[config.mk]
export PLATFORM = sky130hd
export DESIGN_NAME = sao_top
export DESIGN_NICKNAME = d
export VERILOG_FILES = /design/src/pkg/sao_pkg.sv /design/src/hdl/sao_top.sv
export VERILOG_INCLUDE_DIRS = /design/src /design/src/pkg
export SDC_FILE = /design/constraint.sdc
export NUM_CORES = 1
export LEC_CHECK = 0
export BUFFER_PORTS_ARGS = -buffer_cell sky130_fd_sc_hd__buf_2
export CAP_MARGIN = 20
export CORE_AREA = 2 2 195 197
export DETAILED_ROUTE_END_ITERATION = 6
export DIE_AREA = 0 0 197 199
export REMOVE_ABC_BUFFERS = 1
export SLEW_MARGIN = 0
export SYNTH_ARGS = -nofsm -noshare
export SYNTH_HDL_FRONTEND = slang
export SYNTH_SLANG_ARGS = --single-unit
[constraint.sdc]
create_clock -name clock -period 6.37 [get_ports clock]
set_input_delay 0.3185 -clock clock [delete_from_list [all_inputs] [get_ports clock]]
set_output_delay 0.3185 -clock clock [all_outputs]
set_load 0.01 [all_outputs]
[src/pkg/sao_consts.svh]
// Register map, field positions and reset values of the serial audio output port.
// Assumes inclusion by bare name from the design files.
`ifndef SAO_CONSTS_SVH
`define SAO_CONSTS_SVH
// ****************************************
// Register addresses
// ****************************************
`define SAO_ADDR_CFG1   32'h40005818
`define SAO_ADDR_RATE   32'h4000581C
`define SAO_ADDR_STAT   32'h40005820
`define SAO_ADDR_UPPER  32'h40005824
`define SAO_ADDR_LOWER  32'h40005828
// ****************************************
// Field positions and masks
// ****************************************
`define SAO_CFG1_MASK   16'hFFC1
`define SAO_RATE_MASK   16'h003F
`define SAO_RST_VAL     16'h0000
`define SAO_EN_BIT      0
`define SAO_CH1_BIT     6
`define SAO_CH2_BIT     7
`define SAO_MODE_LSB    8
`define SAO_DMA_EN_BIT  13
`define SAO_REQ_EN_BIT  12
`define SAO_FIFO_RST_BIT 15
`define SAO_SAMP_LSB    0
`define SAO_DMA_LSB     2
`define SAO_REQ_LSB     4
`define SAO_ERR_BIT     0
`define SAO_PEND_BIT    1
`define SAO_CNT_LSB     2
// ****************************************
// Sizes
// ****************************************
`define SAO_SAMPLE_W    24
`define SAO_FIFO_DEPTH  8
`define SAO_CNT_W       4
// ****************************************
// Divider tops, space thresholds, link idle
// ****************************************
`define SAO_DIV1_TOP    4'h0
`define SAO_DIV2_TOP    4'h1
`define SAO_DIV4_TOP    4'h3
`define SAO_DIV8_TOP    4'h7
`define SAO_DIV16_TOP   4'hF
`define SAO_THR_NONE    4'h0
`define SAO_THR_1       4'h1
`define SAO_THR_2       4'h2
`define SAO_THR_4       4'h4
`define SAO_THR_8       4'h8
`define SAO_SYNC_IDLE   3'h7
`endif

[src/pkg/sao_pkg.sv]
// Types shared by the serial audio output port.
// Assumes nothing of its surroundings.
package sao_pkg;
    // Sample transfer width selection
    typedef enum logic [1:0] {
        SAO_MODE_24 = 2'b00,
        SAO_MODE_16 = 2'b01,
        SAO_MODE_8 = 2'b10,
        SAO_MODE_RSV = 2'b11
    } sao_mode_t;
    // Channel slot being shifted
    typedef enum logic [1:0] {
        SAO_SLOT_CH1 = 2'b01,
        SAO_SLOT_CH2 = 2'b10
    } sao_slot_t;
endpackage

[src/hdl/sao_top.sv]
// Serial audio output port: register file, sample FIFO and frame shifter.
// Assumes word select and bit clock from the external converter, asynchronous.
//
// Notes on behaviour
// - Mode 00: 24-bit samples, two writes
// - Mode 01: 16-bit sample, one write
// - Mode 10: low byte sample n, high n+1
// - 8-bit mode: requests every two frames at request rate code 00
// - Bits 7/6 select channel 2/1 transfers
// - Reserved bits read back zero
// - Request rate: 1(2), 4, 8, 16 frames
// - DMA when free space 1(2), 4, 8
// - Output sampling: every 1, 4, 8, 16 frames
// - FIFO eight deep, full write discarded
// - Sticky underrun/overrun flag, write-one clears
// - Request flagged at frame start
`timescale 1ns/1ns
`include "sao_consts.svh"

// ****************************************
// Sample FIFO
// ****************************************
module sao_fifo
    import sao_pkg::*;
#(
    parameter int W = 24,
    parameter int D = 8
) (
    input wire logic clock,
    input wire logic rst_n,
    input wire logic clr,
    input wire logic in_valid,
    output logic in_ready,
    input wire logic [W-1:0] in_data,
    output logic out_valid,
    input wire logic out_ready,
    output logic [W-1:0] out_data,
    output logic [$clog2(D+1)-1:0] count
);
    localparam int AW = $clog2(D);
    logic [W-1:0] mem_r [D];
    logic [AW-1:0] wp_r, wp_nxt, rp_r, rp_nxt;
    logic [$clog2(D+1)-1:0] cnt_r, cnt_nxt;
    logic push, pop;

    // Pointer and count update; a push on full is dropped
    always_comb
    begin
        in_ready = (cnt_r != D[$clog2(D+1)-1:0]);
        out_valid = (cnt_r != '0);
        push = in_valid && in_ready;
        pop = out_ready && out_valid;
        wp_nxt = push ? AW'(wp_r + 1'b1) : wp_r;
        rp_nxt = pop ? AW'(rp_r + 1'b1) : rp_r;
        cnt_nxt = cnt_r + (push ? 1'b1 : 1'b0) - (pop ? 1'b1 : 1'b0);
        if (clr)
        begin
            wp_nxt = '0;
            rp_nxt = '0;
            cnt_nxt = '0;
        end
    end

    // Registers and storage
    always_ff @(posedge clock)
    begin
        if (!rst_n)
        begin
            wp_r <= '0;
            rp_r <= '0;
            cnt_r <= '0;
        end
        else
        begin
            wp_r <= wp_nxt;
            rp_r <= rp_nxt;
            cnt_r <= cnt_nxt;
        end
        if (push && !clr)
            mem_r[wp_r] <= in_data;
    end

    assign out_data = mem_r[rp_r];
    assign count = cnt_r;

    AST_FIFO_FULL_HOLDS: assert property (@(posedge clock) disable iff (!rst_n)
        (cnt_r == D[$clog2(D+1)-1:0] && in_valid && !out_ready && !clr) |=> cnt_r == $past(cnt_r))
        else $error("full fifo count changed on write");
endmodule // sao_fifo

// ****************************************
// Port top
// ****************************************
module sao_top
    import sao_pkg::*;
(
    input wire logic clock,
    input wire logic rst_n,
    input wire logic [31:0] reg_addr,
    input wire logic reg_wr,
    input wire logic reg_rd,
    input wire logic [15:0] reg_wdata,
    output logic [15:0] reg_rdata,
    input wire logic word_sel,
    input wire logic bit_clk,
    output logic ser_data,
    output logic data_request_pending,
    output logic dma_req,
    output logic fifo_error_flag
);
    logic [15:0] cfg1_r, cfg1_nxt, rate_r, rate_nxt, rdata_r, rdata_nxt;
    logic [7:0] low_r, low_nxt, hi8_r, hi8_nxt;
    logic hi8_pend_r, hi8_pend_nxt, err_r, err_nxt, pend_r, pend_nxt;
    logic [2:0] ws_s_r, bc_s_r;
    logic [`SAO_CNT_W-1:0] req_cnt_r, req_cnt_nxt, samp_cnt_r, samp_cnt_nxt;
    logic [`SAO_SAMPLE_W-1:0] sh_r, sh_nxt, push_data, pop_data;
    logic [`SAO_SAMPLE_W-1:0] last_r [2];
    logic [`SAO_SAMPLE_W-1:0] last_nxt [2];
    logic take_r, take_nxt, sd_r, sd_nxt;
    logic push_v, fifo_rdy, pop_v, pop_req, frame_start, ws_rise, bc_fall;
    logic en, ch1, ch2;
    logic [`SAO_CNT_W-1:0] fcount, free, req_div, samp_div, dma_thr;
    sao_mode_t mode;

    // Divider count for a 2-bit rate code
    function automatic logic [`SAO_CNT_W-1:0] rate_top(input logic [1:0] code);
        case (code)
            2'b00: rate_top = `SAO_DIV1_TOP;
            2'b01: rate_top = `SAO_DIV4_TOP;
            2'b10: rate_top = `SAO_DIV8_TOP;
            default: rate_top = `SAO_DIV16_TOP;
        endcase
    endfunction

    // Field decode
    always_comb
    begin
        en = cfg1_r[`SAO_EN_BIT];
        ch1 = cfg1_r[`SAO_CH1_BIT];
        ch2 = cfg1_r[`SAO_CH2_BIT];
        mode = sao_mode_t'(cfg1_r[`SAO_MODE_LSB +: 2]);
        req_div = rate_top(rate_r[`SAO_REQ_LSB +: 2]);
        if (mode == SAO_MODE_8 && rate_r[`SAO_REQ_LSB +: 2] == 2'b00)
            req_div = `SAO_DIV2_TOP;
        samp_div = rate_top(rate_r[`SAO_SAMP_LSB +: 2]);
        free = 4'(`SAO_FIFO_DEPTH) - fcount;
        case (rate_r[`SAO_DMA_LSB +: 2])
            2'b00: dma_thr = (mode == SAO_MODE_8) ? `SAO_THR_2 : `SAO_THR_1;
            2'b01: dma_thr = `SAO_THR_4;
            2'b10: dma_thr = `SAO_THR_8;
            default: dma_thr = `SAO_THR_NONE;
        endcase
        dma_req = en && cfg1_r[`SAO_DMA_EN_BIT] && dma_thr != `SAO_THR_NONE
            && free >= dma_thr;
    end

    // Link synchronisers and edge finding
    always_ff @(posedge clock)
    begin
        if (!rst_n)
        begin
            ws_s_r <= `SAO_SYNC_IDLE; // Idle high, no false edge
            bc_s_r <= `SAO_SYNC_IDLE;
        end
        else
        begin
            ws_s_r <= {ws_s_r[1:0], word_sel};
            bc_s_r <= {bc_s_r[1:0], bit_clk};
        end
    end
    assign frame_start = ws_s_r[2] && !ws_s_r[1];
    assign ws_rise = !ws_s_r[2] && ws_s_r[1];
    assign bc_fall = bc_s_r[2] && !bc_s_r[1];

    // Register writes, sample assembly, status flags
    always_comb
    begin
        cfg1_nxt = cfg1_r;
        rate_nxt = rate_r;
        low_nxt = low_r;
        hi8_nxt = hi8_r;
        hi8_pend_nxt = 1'b0;
        push_v = 1'b0;
        push_data = '0;
        err_nxt = err_r;
        pend_nxt = pend_r;
        rdata_nxt = 16'h0000;
        if (hi8_pend_r)
        begin
            push_v = 1'b1;
            push_data = {hi8_r, 16'h0000};
        end
        if (reg_wr)
        begin
            case (reg_addr)
                `SAO_ADDR_CFG1: cfg1_nxt = reg_wdata & `SAO_CFG1_MASK;
                `SAO_ADDR_RATE: rate_nxt = reg_wdata & `SAO_RATE_MASK;
                `SAO_ADDR_LOWER: low_nxt = reg_wdata[7:0];
                `SAO_ADDR_UPPER:
                begin
                    push_v = 1'b1;
                    case (mode)
                        SAO_MODE_24: push_data = {reg_wdata, low_r};
                        SAO_MODE_16: push_data = {reg_wdata, 8'h00};
                        SAO_MODE_8:
                        begin
                            push_data = {reg_wdata[7:0], 16'h0000};
                            hi8_nxt = reg_wdata[15:8];
                            hi8_pend_nxt = 1'b1;
                        end
                        default: push_v = 1'b0;
                    endcase
                end
                `SAO_ADDR_STAT:
                begin
                    if (reg_wdata[`SAO_ERR_BIT])
                        err_nxt = 1'b0;
                    if (reg_wdata[`SAO_PEND_BIT])
                        pend_nxt = 1'b0;
                end
                default: ;
            endcase
        end
        if ((push_v && !fifo_rdy) || (pop_req && !pop_v))
            err_nxt = 1'b1;
        if (frame_start && en && cfg1_r[`SAO_REQ_EN_BIT] && req_cnt_r == 4'h0)
            pend_nxt = 1'b1;
        if (reg_rd)
        begin
            case (reg_addr)
                `SAO_ADDR_CFG1: rdata_nxt = cfg1_r;
                `SAO_ADDR_RATE: rdata_nxt = rate_r;
                `SAO_ADDR_STAT: rdata_nxt = {10'h000, fcount, pend_r, err_r};
                default: rdata_nxt = 16'h0000;
            endcase
        end
    end

    // Frame dividers, FIFO draining and shifter
    always_comb
    begin
        req_cnt_nxt = req_cnt_r;
        samp_cnt_nxt = samp_cnt_r;
        take_nxt = take_r;
        sh_nxt = sh_r;
        sd_nxt = sd_r;
        last_nxt = last_r;
        pop_req = 1'b0;
        if (!en)
        begin
            req_cnt_nxt = 4'h0;
            samp_cnt_nxt = 4'h0;
            take_nxt = 1'b0;
            sd_nxt = 1'b0;
        end
        else if (frame_start)
        begin
            req_cnt_nxt = (req_cnt_r >= req_div) ? 4'h0 : 4'(req_cnt_r + 1'b1);
            samp_cnt_nxt = (samp_cnt_r >= samp_div) ? 4'h0 : 4'(samp_cnt_r + 1'b1);
            take_nxt = (samp_cnt_r == 4'h0);
            pop_req = ch1 && samp_cnt_r == 4'h0;
            if (pop_req)
                last_nxt[0] = pop_v ? pop_data : '0;
            sh_nxt = last_nxt[0];
        end
        else if (ws_rise)
        begin
            pop_req = ch2 && take_r;
            if (pop_req)
                last_nxt[1] = pop_v ? pop_data : '0;
            sh_nxt = last_nxt[1];
        end
        else if (bc_fall)
        begin
            sd_nxt = sh_r[`SAO_SAMPLE_W-1];
            sh_nxt = {sh_r[`SAO_SAMPLE_W-2:0], 1'b0};
        end
    end

    // State registers
    always_ff @(posedge clock)
    begin
        if (!rst_n)
        begin
            cfg1_r <= `SAO_RST_VAL;
            rate_r <= `SAO_RST_VAL;
            rdata_r <= 16'h0000;
            low_r <= 8'h00;
            hi8_r <= 8'h00;
            hi8_pend_r <= 1'b0;
            err_r <= 1'b0;
            pend_r <= 1'b0;
            req_cnt_r <= 4'h0;
            samp_cnt_r <= 4'h0;
            take_r <= 1'b0;
            sh_r <= '0;
            sd_r <= 1'b0;
            last_r[0] <= '0;
            last_r[1] <= '0;
        end
        else
        begin
            cfg1_r <= cfg1_nxt;
            rate_r <= rate_nxt;
            rdata_r <= rdata_nxt;
            low_r <= low_nxt;
            hi8_r <= hi8_nxt;
            hi8_pend_r <= hi8_pend_nxt;
            err_r <= err_nxt;
            pend_r <= pend_nxt;
            req_cnt_r <= req_cnt_nxt;
            samp_cnt_r <= samp_cnt_nxt;
            take_r <= take_nxt;
            sh_r <= sh_nxt;
            sd_r <= sd_nxt;
            last_r <= last_nxt;
        end
    end

    // Output sample buffer
    sao_fifo #(.W(`SAO_SAMPLE_W), .D(`SAO_FIFO_DEPTH)) u_fifo (
        .clock(clock),
        .rst_n(rst_n),
        .clr(cfg1_r[`SAO_FIFO_RST_BIT]),
        .in_valid(push_v),
        .in_ready(fifo_rdy),
        .in_data(push_data),
        .out_valid(pop_v),
        .out_ready(pop_req),
        .out_data(pop_data),
        .count(fcount)
    );

    assign reg_rdata = rdata_r;
    assign ser_data = sd_r;
    assign data_request_pending = pend_r;
    assign fifo_error_flag = err_r;

    AST_DISABLED_QUIET: assert property (@(posedge clock) disable iff (!rst_n)
        !en |-> !dma_req ##1 !sd_r)
        else $error("disabled port active");
    AST_RSV_ZERO: assert property (@(posedge clock) disable iff (!rst_n)
        ((cfg1_r & ~`SAO_CFG1_MASK) == 16'h0000) && rate_r[15:6] == 10'h000)
        else $error("reserved bits set");
    AST_ERR_SET: assert property (@(posedge clock) disable iff (!rst_n)
        (pop_req && !pop_v) |=> err_r)
        else $error("underrun not flagged");
    AST_ERR_STICKY: assert property (@(posedge clock) disable iff (!rst_n)
        (err_r && !(reg_wr && reg_addr == `SAO_ADDR_STAT)) |=> err_r)
        else $error("error flag dropped");
    AST_PEND_AT_FRAME: assert property (@(posedge clock) disable iff (!rst_n)
        (frame_start && en && cfg1_r[`SAO_REQ_EN_BIT] && req_cnt_r == 4'h0) |=> pend_r)
        else $error("request not raised");
    AST_DMA_THR8: assert property (@(posedge clock) disable iff (!rst_n)
        (rate_r[3:2] == 2'b10 && fcount != 4'h0) |-> !dma_req)
        else $error("dma raised without eight free");
    AST_PACK_HIGH: assert property (@(posedge clock) disable iff (!rst_n)
        (reg_wr && reg_addr == `SAO_ADDR_UPPER && mode == SAO_MODE_8)
        |=> push_v && push_data[23:16] == $past(reg_wdata[15:8]))
        else $error("high byte not pushed");
    AST_FIFO_MAX: assert property (@(posedge clock) disable iff (!rst_n)
        fcount <= 4'h8)
        else $error("fifo count above eight");
    AST_REQ_WRAP: assert property (@(posedge clock) disable iff (!rst_n)
        (en && rate_r[5:4] == 2'b01) |-> req_cnt_r <= 4'h3)
        else $error("request divider out of range");
endmodule // sao_top

== Word level (Yosys, flattened, before mapping) ==
Memories as Yosys holds them, arrays and structs flattened. A register that Yosys moved wholly into a read port is not among the register bits.
Index checks and enable logic that the tools add are counted.
Word-level totals
  bits in registers: 150
  bits in latches: 0
  bits in read-only memories: 0
  memories: 1
  input port bits: 54
  output and inout bits: 20
  word-level logic and storage cells: 142
  RAM bits: 192
Operators by class
  shift operators: 0
  divide/modulo/power cells: 0
  order comparisons: 3
  $add $sub $neg: 7
  $mul: 0
  mux-type cells: 40
  eq/ne operators: 14
  bitwise gates (word level): 3
  reduce and logical (&&, ||, !) cells: 54
Memory list
  u_fifo.mem_r: depth 8, bits a word 24, rd ports 1, clocked after Yosys merged registers in 1, write ports 1, RTL line sao_top.sv:41  | logic [W-1:0] mem_r [D];
Operators by type and width (count)
  two-way mux 24 bit: 9
  equality test 32 x 31 -> 1 bit, second input constant: 5
  one-hot mux 24 bit (3 select lines): 1
  one-hot mux 16 bit (3 select lines): 1
  one-hot mux 4 bit (3 select lines): 3
  two-way mux 1 bit: 20
  AND reduction 3 bit: 6
  logical AND 1 bit: 17
  AND reduction 2 bit: 7
  greater-or-equal comparator 4 bit: 3
  two-way mux 4 bit: 3
  nonzero test 2 bit: 6
  adder 4 x 1 -> 4 bit, second input constant: 2
  equality test 2 x 1 -> 1 bit, second input constant: 4
  equality test 2 bit, second input constant: 4
  zero test 2 bit: 4
  zero test 4 bit: 2
  nonzero test 4 bit: 2
  adder 3 x 1 -> 3 bit, second input constant: 2
  zero test 1 bit: 6
  two-way mux 3 bit: 2
  adder 4 bit: 1
  != test 4 bit, second input constant: 1
  subtractor 4 bit: 1
  other kinds (7): 9

== Logic depth before layout (Yosys ltp) ==
  depth in word-level cells: 9
  gate-level depth with buffers: 14

== Cells and area by module ==
A second synthesis with hierarchy kept.
Unflattened totals
  cells, all modules: 1273
  area total of the unflattened synthesis: 15024.4 um2
By module, submodules not included
  sao_fifo: cells each 360, sequential area each 6025.8 um2, area an instance 7960.1 um2, instances 1
  sao_top: cells each 913, sequential area each 2802.7 um2, area an instance 7064.3 um2, instances 1

== Least setup slack after synthesis ==
OpenSTA, ideal clock, no wires.
  path kind: input -> register
  start: input reg_addr[9]
  end: memory u_fifo.mem_r[2][0] (enable)
  arrival time: 4.207 ns
  buffers on the path: 1
  stages on the path: 6
  slack: 1.697 ns
  cell sequence: or4b_4 -> nor4_4 -> a31oi_2 -> a211o_1 -> buf_6 -> nor4_1
On the way
  cells in the longest elaborated chain, start to end: 7
RTL lines
  start, declared: RTL line sao_top.sv:99  | input wire logic [31:0] reg_addr,
  equality test 32 x 31 -> 1 bit: RTL line sao_top.sv:195  | case (reg_addr)
  two-way mux 1 bit: RTL line sao_top.sv:195
  two-way mux 1 bit: RTL line sao_top.sv:193  | if (reg_wr)
  logical AND 1 bit: RTL line sao_top.sv:51  | push = in_valid && in_ready;
  logical AND 1 bit: RTL line sao_top.sv:79  | if (push && !clr)
  two-way mux 1 bit: RTL line sao_top.sv:79
  two-way mux 1 bit (implied by the code): RTL line sao_top.sv:80  | mem_r[wp_r] <= in_data;
  end, declared: RTL line sao_top.sv:41
Every way passes these cells.

== Worst setup path after layout ==
  start: register u_fifo.cnt_r[1] (netlist: u_fifo.count[1])
  end: register u_fifo.cnt_r[2] (netlist: u_fifo.count[2])
On the way
  elaborated cells on any way between the ends: 8
RTL lines
  start, declared: RTL line sao_top.sv:43  | logic [$clog2(D+1)-1:0] cnt_r, cnt_nxt;
  start signal, assigned: RTL line sao_top.sv:77  | cnt_r <= cnt_nxt;
  nonzero test 4 bit: RTL line sao_top.sv:50  | out_valid = (cnt_r != '0);
  logical AND 1 bit: RTL line sao_top.sv:52  | pop = out_ready && out_valid;
  named net u_fifo.pop: RTL line sao_top.sv:44  | logic push, pop;
  two-way mux 1 bit: RTL line sao_top.sv:55  | cnt_nxt = cnt_r + (push ? 1'b1 : 1'b0) - (pop ? 1'b1 : 1'b0);
  subtractor 4 bit: RTL line sao_top.sv:55
The timed path passes the listed nets, and every way through them passes these cells.
A chain may end at the register's enable or synchronous reset.

==> metrics <==
cts bufs inserted 37; CTS sink cnt 345; Worst VDD drop 0.206 mV; CP required 6770 ps; dpl hpwl 21900 um; first-pass detailed-route iteration total 5; Avg Cell Area, Syn 11.9 um2; clock slew at reported path FFs 60 ps; Die W 197 um; final hold violation count 0; PwrDens 268 nW/um2; cells after synthesis 1235; initial antenna violation count 0; Max-slew headroom 22.7%; Overflow after GRT 0; Lkg Pwr 6.02 nW; Global Route Usage Sum 18.5%; Synth Cell Area 14700 um2; switching power 0.000918 W; worst hold path class in -> reg; Comb pwr share 1.6%; root buffer cell clkbuf_16; routed via count 9833; clock share of power 47.0%; fin crit share 52.9%; core box area 37100 um2; Post-Route WL 35900 um; Final setup viols 0; synthesis-stage register bit count 345; worst path arrival time 3770 ps; Sw Share 20.3%; vias in the first global route 9633; Starting Density 39.7%; most common cell after layout, fill and taps aside edfxtp_1; setup bufs post-CTS 0; critical path type reg -> reg; outcome finished, final reports clean; Die Y 199 um; Flop pwr share 51.4%; Final Net Count 1379; f_max 297 MHz; IO Port Bufs 73; FFs w/ async S/R, synth 0%; Max clock buf depth 3; Int Pwr 0.00361 W; Yosys warning count 0; Setup Skew 13.6 ps; number of synthesized flops with an enable pin 192; Clock Latency Late Sink 530 ps; FP Rows 71; WL/cell 19.9 um; fin. max-slew vios 0; global-route wire length before repair 56000 um; Final ANT Viol Nets 0; Max H-tree Level 2; io pins 74; fin crit period 3370 ps; post-synthesis sequential area ratio 59.9%; vias per std cell 5.47; ratio of cells with drive above 1 in the final layout 16.9%; Synth Flop Type edfxtp_1; Final Cell Area 16900 um2; Critical Path Sink Type flip-flop; Startpoint Class flip-flop; routability congestion estimate 0.806; DIE AREA 39200 um2; CTS tree yes; RSZ-0062 raised after global routing false; crit path max fanout 25; Setup TNS 0 ps; placed cell area 15600 um2; n_diodes 0; Area Growth Syn to Fin 14.5%; initial detailed-routing violation count 664; largest net degree at the start of global routing 73; DRC 0; post-synthesis cell type count 64; worst-margin pin slew 1160 ps; commonest cells after routing, fill and taps aside edfxtp_1 (192), nand2_1 (166), dfxtp_1 (151), a21oi_1 (78), o21ai_0 (75); Max-cap violations 0
final timing paths:
kind                        start         endpoint  slack [ps]  cells past startpoint
setup / recovery  u_fifo.count[1]  u_fifo.count[2]        3000                     11
setup reg to reg  u_fifo.count[1]  u_fifo.count[2]        3000                     11
hold / removal      reg_wdata[14]         hi8_r[6]          70                      3
hold reg to reg         bc_s_r[0]        bc_s_r[1]         410                      1
routing by layer:
| metal | track usage (%) | up-vias | share of wire [%] |
|---|---|---|---|
| met5 | 0 | - | 0 |
| met4 | 4.62 | 0 | 1.7 |
| met3 | 3.34 | 45 | 5.3 |
| met2 | 30.2 | 236 | 47 |
| met1 | 25.7 | 4889 | 46 |
| li1 | - | 4663 | - |
cell usage after synthesis (6+ instances only):
master    count  area, um2
a211oi_1      9       67.6
a21o_1        9       67.6
a21oi_1      78        390
a221o_1       6       60.1
a22o_1       21        184
a22oi_1       7       52.6
and2_1       35        219
buf_1         9       33.8
buf_2         8       40.0
clkbuf_1     60        225
dfxtp_1     153       3060
edfxtp_1    192       5770
ha_1         28        350
inv_1        45        169
mux2i_1      38        380
mux4_2       48       1080
nand2_1     166        623
nand2b_1     17        106
nand3_1      35        175
nand4_1       7       43.8
nor2_1       57        214
nor2b_1       8       50.1
nor3_1        6       30.0
nor4_1       10       62.6
o211ai_1     23        173
o21ai_0      75        375
o22ai_1      21        131
xnor2_1       7       61.3
state kept, by name (all words and copies together) (netlist names), named ones only:
name,cells
bc_s_r,3
cfg1_r,11
data_request_pending,1
fifo_error_flag,1
hi8_pend_r,1
hi8_r,8
last_r,48
low_r,8
rate_r,6
reg_rdata,16
req_cnt_r,4
samp_cnt_r,4
ser_data,1
sh_r,24
take_r,1
u_fifo.count,4
u_fifo.mem_r,192
u_fifo.rp_r,3
u_fifo.wp_r,3
ws_s_r,3
through the flow:
stage	util [%]	hold WS (ps)	setup slack [ps]	instances	total power, W
2_1_floorplan	-	380	1680	1157	0.00240
3_3_place_gp	42.0	405	2950	1727	0.00245
3_5_place_dp	42.1	398	3020	1728	0.00245
4_1_cts	45.4	57.3	3010	1798	0.00456
5_1_grt	45.4	62.1	2730	1799	0.00466
6_report	45.4	68.5	3000	1799	0.00453
final cells by class:
class	instances	area (um2)
clock buffer	55	1040
clock inverter	13	163
fill	3427	20300
inverter	45	169
multi-input combinational	767	5480
sequential	345	8830
tap	474	593
timing repair buffer	100	601
power by group through the flow:
stage / clock [W] / sequential (W) / combinational, W
6_report: 0.00213 / 0.00233 / 0.0000723
3_5_place_dp: 0 / 0.00237 / 0.0000715
5_1_grt: 0.00225 / 0.00233 / 0.0000784
4_1_cts: 0.00217 / 0.00233 / 0.0000725
3_3_place_gp: 0 / 0.00237 / 0.0000707
2_1_floorplan: 0 / 0.00237 / 0.0000284
critical path, stage by stage (launching register included):
cell	delay, ps
dfxtp_1	370
inv_1	130
ha_1	300
and2_1	940
a21oi_1	280
ha_1	360
inv_1	60
ha_1	150
inv_1	60
fa_1	400
xnor2_1	140
nor2_1	50
kinds of logic (layout without fill, tap and decap cells):
logic type,Yosys count,in the layout,synth area share (%)
flip-flops,345,345,59.9
adder cells (fa/ha/maj),29,29,2.51
AND/OR/NAND/NOR,371,371,12.3
AO/OA/AOI/OAI,267,267,11.2
multiplexers,88,88,10.1
XOR/XNOR,12,12,0.713
buffers and inverters,123,213,3.25
timing repair:
action | 4_1_cts | 5_1_grt
gates resized for setup | 0 | 0
hold endpoints to repair | 2 | 0
hold buffers | 2 | 0
Power figures use the tool's default switching activity.
